[config.mk]
export PLATFORM = sky130hd
export DESIGN_NAME = tsfc_top
export DESIGN_NICKNAME = d
export VERILOG_FILES = /design/src/rtl/tsfc_pkg.sv /design/src/rtl/tsfc_flush_track.sv /design/src/rtl/tsfc_axil_slave.sv /design/src/rtl/tsfc_top.sv
export SDC_FILE = /design/constraint.sdc
export NUM_CORES = 1
export LEC_CHECK = 0
export ABC_AREA = 0
export BUFFER_PORTS_ARGS = -buffer_cell sky130_fd_sc_hd__buf_2
export CORE_UTILIZATION = 43
export DETAILED_ROUTE_END_ITERATION = 10
export GPL_TIMING_DRIVEN = 0
export PLACE_DENSITY_LB_ADDON = 0.2
export SLEW_MARGIN = 15
export SYNTH_ARGS = -nofsm -noshare
export SYNTH_HDL_FRONTEND = slang
export SYNTH_SLANG_ARGS = --single-unit
[constraint.sdc]
create_clock -name aclk -period 2.1 [get_ports aclk]
set_input_delay 0.21 -clock aclk [delete_from_list [all_inputs] [get_ports aclk]]
set_output_delay 0.21 -clock aclk [all_outputs]
set_load 0.02 [all_outputs]
[src/rtl/tsfc_pkg.sv]
// constants and helpers shared by the translation service function control block
package tsfc_pkg;

   // ****************************************
   // bus geometry
   // ****************************************
   localparam int unsigned ADDR_W = 8;
   localparam int unsigned DATA_W = 32;
   localparam int unsigned STRB_W = DATA_W / 8;

   // ****************************************
   // register byte offsets
   // ****************************************
   localparam logic [ADDR_W-1:0] OFS_PART = 8'h00;
   localparam logic [ADDR_W-1:0] OFS_FCTL = 8'h04;

   // ****************************************
   // bus responses
   // ****************************************
   localparam logic [1:0] RESP_OKAY   = 2'h0;
   localparam logic [1:0] RESP_SLVERR = 2'h2;

   // ****************************************
   // partition register layout
   // ****************************************
   localparam int unsigned PART_PG_BIT  = 16;
   localparam int unsigned PART_ID_LSB  = 0;
   localparam int unsigned PART_ID_W    = 9;
   localparam logic [31:0] PART_MASK    = 32'h0001_01ff;
   localparam logic [31:0] PART_RESET   = 32'h0000_0000;

   // ****************************************
   // function control register layout
   // ****************************************
   localparam int unsigned FC_ACD_BIT   = 31;
   localparam int unsigned FC_PWR_BIT   = 30;
   localparam int unsigned FC_NCR_LSB   = 20;
   localparam int unsigned FC_NCR_W     = 4;
   localparam int unsigned FC_EVF_BIT   = 18;
   localparam int unsigned FC_DVF_BIT   = 17;
   localparam int unsigned FC_CLF_BIT   = 16;
   localparam int unsigned FC_LLC_LSB   = 12;
   localparam int unsigned FC_LLC_W     = 2;
   localparam int unsigned FC_PCE_BIT   = 11;
   localparam logic [31:0] FC_MASK      = 32'hc0f0_3800;
   localparam logic [31:0] FC_IDLE_ONLY = 32'h8000_0000;
   localparam logic [31:0] FC_RESET     = 32'h0000_0000;

   // byte-lane merge of a write into a stored word
   function automatic logic [DATA_W-1:0] wmerge(
      input logic [DATA_W-1:0] old_v,
      input logic [DATA_W-1:0] new_v,
      input logic [STRB_W-1:0] strb
   );
      logic [DATA_W-1:0] r;
      r = old_v;
      for (int i = 0; i < STRB_W; i++)
      begin
         if (strb[i])
         begin
            r[i*8 +: 8] = new_v[i*8 +: 8];
         end
      end
      return r;
   endfunction

endpackage

[src/rtl/tsfc_flush_track.sv]
// self-clearing invalidation tracker for one cache
`timescale 1ns/1ns
module tsfc_flush_track
(
   // clock and reset
   input  wire logic aclk,
   input  wire logic aresetn,
   // control
   input  wire logic start,
   input  wire logic done,
   // status
   output logic      busy_q,
   output logic      req_q
);

   // ****************************************
   // request pulse and busy flag
   // ****************************************
   // a start in the cycle the cache finishes opens a new round
   always_ff @(posedge aclk)
   begin
      if (!aresetn)
      begin
         busy_q <= 1'b0;
         req_q  <= 1'b0;
      end
      else
      begin
         req_q <= start && (!busy_q || done);
         if (start)
         begin
            busy_q <= 1'b1;
         end
         else if (done)
         begin
            busy_q <= 1'b0;
         end
      end
   end

endmodule

[src/rtl/tsfc_axil_slave.sv]
// axi4-lite slave front end with one-cycle register access strobes
`timescale 1ns/1ns
module tsfc_axil_slave
(
   // clock and reset
   input  wire logic                         aclk,
   input  wire logic                         aresetn,
   // write address and data
   input  wire logic [tsfc_pkg::ADDR_W-1:0]  s_axi_awaddr,
   input  wire logic                         s_axi_awvalid,
   output logic                              s_axi_awready,
   input  wire logic [tsfc_pkg::DATA_W-1:0]  s_axi_wdata,
   input  wire logic [tsfc_pkg::STRB_W-1:0]  s_axi_wstrb,
   input  wire logic                         s_axi_wvalid,
   output logic                              s_axi_wready,
   // write response
   output logic [1:0]                        s_axi_bresp,
   output logic                              s_axi_bvalid,
   input  wire logic                         s_axi_bready,
   // read
   input  wire logic [tsfc_pkg::ADDR_W-1:0]  s_axi_araddr,
   input  wire logic                         s_axi_arvalid,
   output logic                              s_axi_arready,
   output logic [tsfc_pkg::DATA_W-1:0]       s_axi_rdata,
   output logic [1:0]                        s_axi_rresp,
   output logic                              s_axi_rvalid,
   input  wire logic                         s_axi_rready,
   // register side
   output logic                              wr_en,
   output logic [tsfc_pkg::ADDR_W-1:0]       wr_addr,
   output logic [tsfc_pkg::DATA_W-1:0]       wr_data,
   output logic [tsfc_pkg::STRB_W-1:0]       wr_strb,
   input  wire logic                         wr_ok,
   output logic                              rd_en,
   output logic [tsfc_pkg::ADDR_W-1:0]       rd_addr,
   input  wire logic [tsfc_pkg::DATA_W-1:0]  rd_data,
   input  wire logic                         rd_ok
);
   import tsfc_pkg::*;

   logic [ADDR_W-1:0] awaddr_q;
   logic [DATA_W-1:0] wdata_q;
   logic [STRB_W-1:0] wstrb_q;

   assign wr_en   = !s_axi_awready && !s_axi_wready && !s_axi_bvalid;
   assign wr_addr = awaddr_q;
   assign wr_data = wdata_q;
   assign wr_strb = wstrb_q;
   assign rd_en   = s_axi_arvalid && s_axi_arready;
   assign rd_addr = s_axi_araddr;

   // ****************************************
   // write channels
   // ****************************************
   always_ff @(posedge aclk)
   begin
      if (!aresetn)
      begin
         s_axi_awready <= 1'b1;
         s_axi_wready  <= 1'b1;
         s_axi_bvalid  <= 1'b0;
         s_axi_bresp   <= RESP_OKAY;
         awaddr_q      <= '0;
         wdata_q       <= '0;
         wstrb_q       <= '0;
      end
      else
      begin
         if (s_axi_awvalid && s_axi_awready)
         begin
            awaddr_q      <= s_axi_awaddr;
            s_axi_awready <= 1'b0;
         end
         if (s_axi_wvalid && s_axi_wready)
         begin
            wdata_q      <= s_axi_wdata;
            wstrb_q      <= s_axi_wstrb;
            s_axi_wready <= 1'b0;
         end
         if (wr_en)
         begin
            s_axi_bvalid  <= 1'b1;
            s_axi_bresp   <= wr_ok ? RESP_OKAY : RESP_SLVERR;
            s_axi_awready <= 1'b1;
            s_axi_wready  <= 1'b1;
         end
         else if (s_axi_bvalid && s_axi_bready)
         begin
            s_axi_bvalid <= 1'b0;
         end
      end
   end

   // ****************************************
   // read channels
   // ****************************************
   always_ff @(posedge aclk)
   begin
      if (!aresetn)
      begin
         s_axi_arready <= 1'b1;
         s_axi_rvalid  <= 1'b0;
         s_axi_rdata   <= '0;
         s_axi_rresp   <= RESP_OKAY;
      end
      else if (rd_en)
      begin
         s_axi_arready <= 1'b0;
         s_axi_rvalid  <= 1'b1;
         s_axi_rdata   <= rd_ok ? rd_data : '0;
         s_axi_rresp   <= rd_ok ? RESP_OKAY : RESP_SLVERR;
      end
      else if (s_axi_rvalid && s_axi_rready)
      begin
         s_axi_rvalid  <= 1'b0;
         s_axi_arready <= 1'b1;
      end
   end

endmodule

[src/rtl/tsfc_top.sv]
// partition select and function control registers of the translation service
// What this block does
// - partition register bit 16 drives the monitoring group on every memory access.
// - partition register bits 8:0 drive the partition id on every access.
// - settings act on this chip's service only, never forwarded elsewhere.
// - idle-only fields ignore writes unless the idle flag reads 1.
// - bit 31 picks direct (1) or translation-unit (0) attribute mapping; idle-only.
// - bit 30 asks the idle flag to report power-down readiness.
// - bits 23:20 set normal credits; zero means configured count plus one.
// - writing 1 to bit 18 flushes event cache; reads busy incl. base writes.
// - writing 1 to bit 17 flushes device cache; reads busy incl. base writes.
// - writing 1 to bit 16 flushes collection cache; reads busy incl. base writes.
// - bits 13:12 set low-latency credits; zero means configured count.
// - bit 11 enables poison checking on the coherent subordinate port.
//
// Decided for this implementation: the AXI4-Lite interface to the registers and the register offsets.
`timescale 1ns/1ns
module tsfc_top
#(
   parameter logic [3:0] CFG_CREDIT    = 4'h7,
   parameter logic [1:0] CFG_LL_CREDIT = 2'h1
)
(
   // clock and reset
   input  wire logic                         aclk,
   input  wire logic                         aresetn,
   // axi4-lite write
   input  wire logic [tsfc_pkg::ADDR_W-1:0]  s_axi_awaddr,
   input  wire logic                         s_axi_awvalid,
   output logic                              s_axi_awready,
   input  wire logic [tsfc_pkg::DATA_W-1:0]  s_axi_wdata,
   input  wire logic [tsfc_pkg::STRB_W-1:0]  s_axi_wstrb,
   input  wire logic                         s_axi_wvalid,
   output logic                              s_axi_wready,
   output logic [1:0]                        s_axi_bresp,
   output logic                              s_axi_bvalid,
   input  wire logic                         s_axi_bready,
   // axi4-lite read
   input  wire logic [tsfc_pkg::ADDR_W-1:0]  s_axi_araddr,
   input  wire logic                         s_axi_arvalid,
   output logic                              s_axi_arready,
   output logic [tsfc_pkg::DATA_W-1:0]       s_axi_rdata,
   output logic [1:0]                        s_axi_rresp,
   output logic                              s_axi_rvalid,
   input  wire logic                         s_axi_rready,
   // service status
   input  wire logic                         idle_flag,
   input  wire logic                         base0_wr,
   input  wire logic                         base1_wr,
   input  wire logic                         event_flush_done,
   input  wire logic                         device_flush_done,
   input  wire logic                         collection_flush_done,
   // memory access attributes
   output logic [tsfc_pkg::PART_ID_W-1:0]    partition_id,
   output logic                              perf_group,
   output logic                              attr_conversion_disable,
   // service control
   output logic                              powerdown_request,
   output logic [tsfc_pkg::FC_NCR_W:0]       normal_credit_init,
   output logic [tsfc_pkg::FC_LLC_W-1:0]     low_latency_credit_init,
   output logic                              poison_check_en,
   // cache invalidation requests
   output logic                              event_flush_req,
   output logic                              device_flush_req,
   output logic                              collection_flush_req
);
   import tsfc_pkg::*;

   // ****************************************
   // declarations
   // ****************************************
   logic              wr_en;
   logic [ADDR_W-1:0] wr_addr;
   logic [DATA_W-1:0] wr_data;
   logic [STRB_W-1:0] wr_strb;
   logic              wr_ok;
   logic              rd_en;
   logic [ADDR_W-1:0] rd_addr;
   logic [DATA_W-1:0] rd_data;
   logic              rd_ok;
   logic [DATA_W-1:0] part_q;
   logic [DATA_W-1:0] part_d;
   logic [DATA_W-1:0] fctl_q;
   logic [DATA_W-1:0] fctl_d;
   logic [DATA_W-1:0] fctl_keep;
   logic              fctl_wr;
   logic              ev_start;
   logic              dv_start;
   logic              cl_start;
   logic              ev_busy;
   logic              dv_busy;
   logic              cl_busy;

   // ****************************************
   // bus front end
   // ****************************************
   tsfc_axil_slave u_bus
   (
      .aclk          (aclk),
      .aresetn       (aresetn),
      .s_axi_awaddr  (s_axi_awaddr),
      .s_axi_awvalid (s_axi_awvalid),
      .s_axi_awready (s_axi_awready),
      .s_axi_wdata   (s_axi_wdata),
      .s_axi_wstrb   (s_axi_wstrb),
      .s_axi_wvalid  (s_axi_wvalid),
      .s_axi_wready  (s_axi_wready),
      .s_axi_bresp   (s_axi_bresp),
      .s_axi_bvalid  (s_axi_bvalid),
      .s_axi_bready  (s_axi_bready),
      .s_axi_araddr  (s_axi_araddr),
      .s_axi_arvalid (s_axi_arvalid),
      .s_axi_arready (s_axi_arready),
      .s_axi_rdata   (s_axi_rdata),
      .s_axi_rresp   (s_axi_rresp),
      .s_axi_rvalid  (s_axi_rvalid),
      .s_axi_rready  (s_axi_rready),
      .wr_en         (wr_en),
      .wr_addr       (wr_addr),
      .wr_data       (wr_data),
      .wr_strb       (wr_strb),
      .wr_ok         (wr_ok),
      .rd_en         (rd_en),
      .rd_addr       (rd_addr),
      .rd_data       (rd_data),
      .rd_ok         (rd_ok)
   );

   assign wr_ok   = (wr_addr == OFS_PART) || (wr_addr == OFS_FCTL);
   assign rd_ok   = (rd_addr == OFS_PART) || (rd_addr == OFS_FCTL);
   assign fctl_wr = wr_en && (wr_addr == OFS_FCTL);

   // ****************************************
   // partition select register
   // ****************************************
   assign part_d = wmerge(part_q, wr_data, wr_strb) & PART_MASK;

   always_ff @(posedge aclk)
   begin
      if (!aresetn)
      begin
         part_q <= PART_RESET;
      end
      else if (wr_en && (wr_addr == OFS_PART))
      begin
         part_q <= part_d;
      end
   end

   // ****************************************
   // function control register
   // ****************************************
   // idle-only bits keep their value while the service is busy
   assign fctl_keep = idle_flag ? '0 : FC_IDLE_ONLY;
   assign fctl_d    = ((wmerge(fctl_q, wr_data, wr_strb) & ~fctl_keep)
                      | (fctl_q & fctl_keep)) & FC_MASK;

   always_ff @(posedge aclk)
   begin
      if (!aresetn)
      begin
         fctl_q <= FC_RESET;
      end
      else if (fctl_wr)
      begin
         fctl_q <= fctl_d;
      end
   end

   // ****************************************
   // cache invalidation trackers
   // ****************************************
   assign ev_start = (fctl_wr && wr_strb[2] && wr_data[FC_EVF_BIT]) || base0_wr;
   assign dv_start = (fctl_wr && wr_strb[2] && wr_data[FC_DVF_BIT]) || base0_wr;
   assign cl_start = (fctl_wr && wr_strb[2] && wr_data[FC_CLF_BIT]) || base1_wr;

   tsfc_flush_track u_ev
   (
      .aclk    (aclk),
      .aresetn (aresetn),
      .start   (ev_start),
      .done    (event_flush_done),
      .busy_q  (ev_busy),
      .req_q   (event_flush_req)
   );

   tsfc_flush_track u_dv
   (
      .aclk    (aclk),
      .aresetn (aresetn),
      .start   (dv_start),
      .done    (device_flush_done),
      .busy_q  (dv_busy),
      .req_q   (device_flush_req)
   );

   tsfc_flush_track u_cl
   (
      .aclk    (aclk),
      .aresetn (aresetn),
      .start   (cl_start),
      .done    (collection_flush_done),
      .busy_q  (cl_busy),
      .req_q   (collection_flush_req)
   );

   // ****************************************
   // read mux
   // ****************************************
   always_comb
   begin
      rd_data = '0;
      if (rd_addr == OFS_PART)
      begin
         rd_data = part_q;
      end
      else if (rd_addr == OFS_FCTL)
      begin
         rd_data              = fctl_q;
         rd_data[FC_EVF_BIT]  = ev_busy;
         rd_data[FC_DVF_BIT]  = dv_busy;
         rd_data[FC_CLF_BIT]  = cl_busy;
      end
   end

   // ****************************************
   // attribute and control outputs
   // ****************************************
   // outputs drive only this chip's service; no distribution port exists
   always_ff @(posedge aclk)
   begin
      if (!aresetn)
      begin
         partition_id            <= '0;
         perf_group              <= 1'b0;
         attr_conversion_disable <= 1'b0;
         powerdown_request       <= 1'b0;
         poison_check_en         <= 1'b0;
      end
      else
      begin
         partition_id            <= part_q[PART_ID_LSB +: PART_ID_W];
         perf_group              <= part_q[PART_PG_BIT];
         attr_conversion_disable <= fctl_q[FC_ACD_BIT];
         powerdown_request       <= fctl_q[FC_PWR_BIT];
         poison_check_en         <= fctl_q[FC_PCE_BIT];
      end
   end

   // credit fields of zero fall back to the configured counts, plus one for the normal credit count
   always_ff @(posedge aclk)
   begin
      if (!aresetn)
      begin
         normal_credit_init      <= '0;
         low_latency_credit_init <= '0;
      end
      else
      begin
         if (fctl_q[FC_NCR_LSB +: FC_NCR_W] == '0)
         begin
            normal_credit_init <= {1'b0, CFG_CREDIT} + 5'h01;
         end
         else
         begin
            normal_credit_init <= {1'b0, fctl_q[FC_NCR_LSB +: FC_NCR_W]};
         end
         if (fctl_q[FC_LLC_LSB +: FC_LLC_W] == '0)
         begin
            low_latency_credit_init <= CFG_LL_CREDIT;
         end
         else
         begin
            low_latency_credit_init <= fctl_q[FC_LLC_LSB +: FC_LLC_W];
         end
      end
   end
endmodule

==> metrics.md <==
| Metric | Value |
|---|---|
| Cell area after synthesis | `3902 µm²` |
| Iter 0 DRT Violations | `between 100 and 150` |
| Reg2reg path depth | `5` |
| Routing usage on met2 | `between 30% and 40%` |
| Post-synth EDFFs | `0` |
| Via count | `roughly 3.2k` |
| Cells along the critical path | `or4_1, buf_2, or4_1, buf_4, o21ai_1` |
| Vias in the first global route | `a little over 3k` |
| Fin util | `a little over half` |
| H-tree depth | `3` |
| Crit path arrival time | `2.28 ns` |
| Core ar. | `between 8000 and 9000 µm²` |
| Num ports | `between 100 and 150` |
| Met1 Resource Use GR | `between 20% and 30%` |
| Crit Path Max Fanout | `10` |
| Synth area leader | `dfxtp_1` |
| Initial core utilization | `between 40% and 50%` |
| Sink Count | `105` |
| Worst reg2reg setup slack | `approximately 0.11 ns` |
| Post-synthesis register bit count | `~110` |
| DRC | `0` |
| Routed Antenna Nets | `0` |
| RR Endpoint | `u_cl.req_q` |
| Hold Fails Final Rpt | `0` |
| CTS tree | `done` |
| Hold Path Class | `in -> reg` |
| Die ar. | `about 9500 µm²` |
| Pin count of the biggest net entering global routing | `17` |
| Clock root buffer | `clkbuf_8` |
| Max-Cap Viols | `0` |
| WHS | `0.08006 ns` |
| Fin crit period | `approximately 2.0 ns` |
| # Post-CTS Setup Buffers | `0` |
| Unrepaired setup endpoints after global routing | `false` |
| Worst r2r src | `u_bus.wr_addr[4]` |
| Overflow left after global routing | `0` |
| Placer Congestion | `0.8164` |
| First-pass GRT wire length | `~14000 µm` |
| Worst EP required | `2.39 ns` |
| CP Capture Type | `flop` |
| Area grow syn2layout | `23.47%` |
| Sequential area share after synthesis | `between 50% and 60%` |
| Achievable Freq | `between 0.5 and 0.6 GHz` |
| Top cell by count, worst path | `or4_1` |
| Drt via density | `between 4 and 5` |
| Final Slew Violations | `0` |
| Die width | `97.27 µm` |
| # diodes | `0` |
| Critical path class | `reg -> reg` |
| WHS Endpoint | `u_bus.wr_data[21]` |
| Tightest Pin Transition | `about 0.75 ns` |
| Yosys top cell area share | `53.86%` |
| Leakage power | `2.166 nW` |
| Count leader, synth | `nand2_1` |
| Startpoint types | `flop` |
| Peak supply drop | `~0.00044 V` |
| Ys flop type | `dfxtp_1` |
| Initial antenna violation count | `0` |
| Clock transition at path regs | `0.09 ns` |
| Hold depth | `3` |
| Async SR Flop Fraction | `0%` |
| Mapped Avg Cell Area | `around 8.7 µm²` |
| Top cells by count, synth | `nand2_1, dfxtp_1, a21boi_0` |
| DR WL/cell | `roughly 13 µm` |
| Setup Viol. Count Final | `0` |
| Period utilization | `a little over nine tenths` |
| Nets | `640` |
| Top post-synthesis cells by area | `dfxtp_1, nand2_1, a21boi_0` |
| Met3 usage | `~5.5%` |
| Status | `finished clean` |
| Fraction of layout instances using a drive strength above 1 | `roughly a quarter` |
| Chip height | `approximately 97 µm` |
| Synth Warn # | `0` |
| Critical path buffers and inverters | `2` |
| Crit-path slowest cell | `or4_1` |
| Detail Placement HPWL | `between 6000 and 7000 µm` |
| GRT busiest layer | `met2` |
| DR pass1 iterations | `4` |
| Inserted Clock Buffers | `9` |
| Setup TNS | `0 ns` |
| Hold buffer count at cts | `0` |
| CP max stage delay | `~0.52 ns` |
| Power per cell area | `around 780 nW/µm²` |
| Layout Skew | `0.008044 ns` |
| Rows | `34` |
| Mapped Cells | `449` |
| Max Root-Sink Buffers | `2` |
| Global Route Usage Sum | `~19%` |
| IO Port Bufs | `slightly above 100` |
| Delay-heaviest family, CP | `simple AND/OR/NAND/NOR gates` |
| Slew HR | `between 40 and 50%` |
| Yosys cell types | `25` |
| Final wirelength | `between 8000 and 9000 µm` |
| Hold_sp | `s_axi_wdata[21]` |
| Latest clock arrival within the worst-skew pair | `around 0.37 ns` |
-- flip-flops by register name, summed over array words and instances, names as in the netlist, 2 cells and up, named ones only --
| name | flops |
|---|---|
| normal_credit_init | 4 |
| u_bus.wr_data | 21 |
| u_bus.wr_addr | 8 |
| u_bus.s_axi_rdata | 21 |
| part_q | 10 |
| partition_id | 9 |
| u_bus.wr_strb | 4 |
| fctl_q | 8 |
| low_latency_credit_init | 2 |
-- how the worst max path moves through the flow --
stage / endpoint / start / cells after the start
6_report: u_cl.req_q / u_bus.wr_addr[4] / 5
3_5_place_dp: fctl_q[11] / u_bus.wr_addr[4] / 4
3_3_place_gp: fctl_q[11] / u_bus.wr_addr[4] / 4
2_1_floorplan: fctl_q[11] / u_bus.s_axi_awready / 4
4_1_cts: part_q[5] / u_bus.wr_addr[4] / 4
5_1_grt: part_q[6] / u_bus.wr_addr[0] / 4
-- worst register-to-register path, stage by stage (launching register included) --
cell and delay, ns:
dfxtp_1 0.32, or4_1 0.50, buf_2 0.19, or4_1 0.52
buf_4 0.20, o21ai_1 0.18
-- layout make-up --
| class | count | area, µm² |
|---|---|---|
| multi-input cells | 298 | 1577 |
| inverters | 18 | 67.56 |
| clock inverters | 4 | 50.05 |
| fillers | 874 | 3945 |
| clock buffers | 12 | 165.2 |
| plain buffers | 41 | 211.5 |
| flip-flops and latches | 105 | 2102 |
| well taps | 108 | 135.1 |
| repair buffers | 102 | 510.5 |
-- timing repair --
item	in CTS	in global routing
resized for setup	1	3
pin swaps	0	1
setup endpoints to repair	3	11
-- per-stage QoR --
stage | worst slack, ns | power, mW | std cells | instance area [µm²]
after floorplan | 0.2297 | 2.341 | 462 | 3951
after global placement | -0.07678 | 2.462 | 672 | 4597
final | 0.1089 | 3.739 | 688 | 4818
after global routing | 0.004259 | 3.895 | 688 | 4818
after detailed placement | -0.1125 | 2.470 | 672 | 4597
after CTS | 0.01348 | 3.767 | 688 | 4818
-- power by group --
part / internal (mW) / switching (mW)
Clock: 0.647 / 0.669
Sequential: 2.05 / 0.0303
Combinational: 0.134 / 0.212
-- placed cells by master, fill, tap and decap left out, types with 3 or more instances in the layout --
cell type  netlist  final
nand2_1        135    135
dfxtp_1        105    105
buf_2            1    103
a21boi_0        36     36
o21ai_0         32     29
clkbuf_1        21     21
mux2i_1         20     20
nand2b_1        19     19
inv_1           18     18
nand3_1         17     17
buf_4           15     15
conb_1           1     14
clkbuf_8         0     12
nor4_1           6      5
buf_1            4      4
nor2b_1          4      4
o21ai_1          0      3
-- cells by family after synthesis --
| logic type | count (synthesis) | synth area share, % |
|---|---|---|
| buf+inv | 59 | 7.150 |
| flops | 105 | 53.86 |
| simple gates | 191 | 21.80 |
| other cells | 1 | 0.09609 |
| mux | 20 | 5.130 |
| compound gates | 73 | 11.96 |
-- per-layer routing --
layer  vias to the layer above  wire, µm
met4                         0        72
met5                         -         0
li1                       1670         -
met1                      1444      3996
met2                        92      4041
met3                         7       593
No activity file was read; power rests on OpenSTA's default activity.
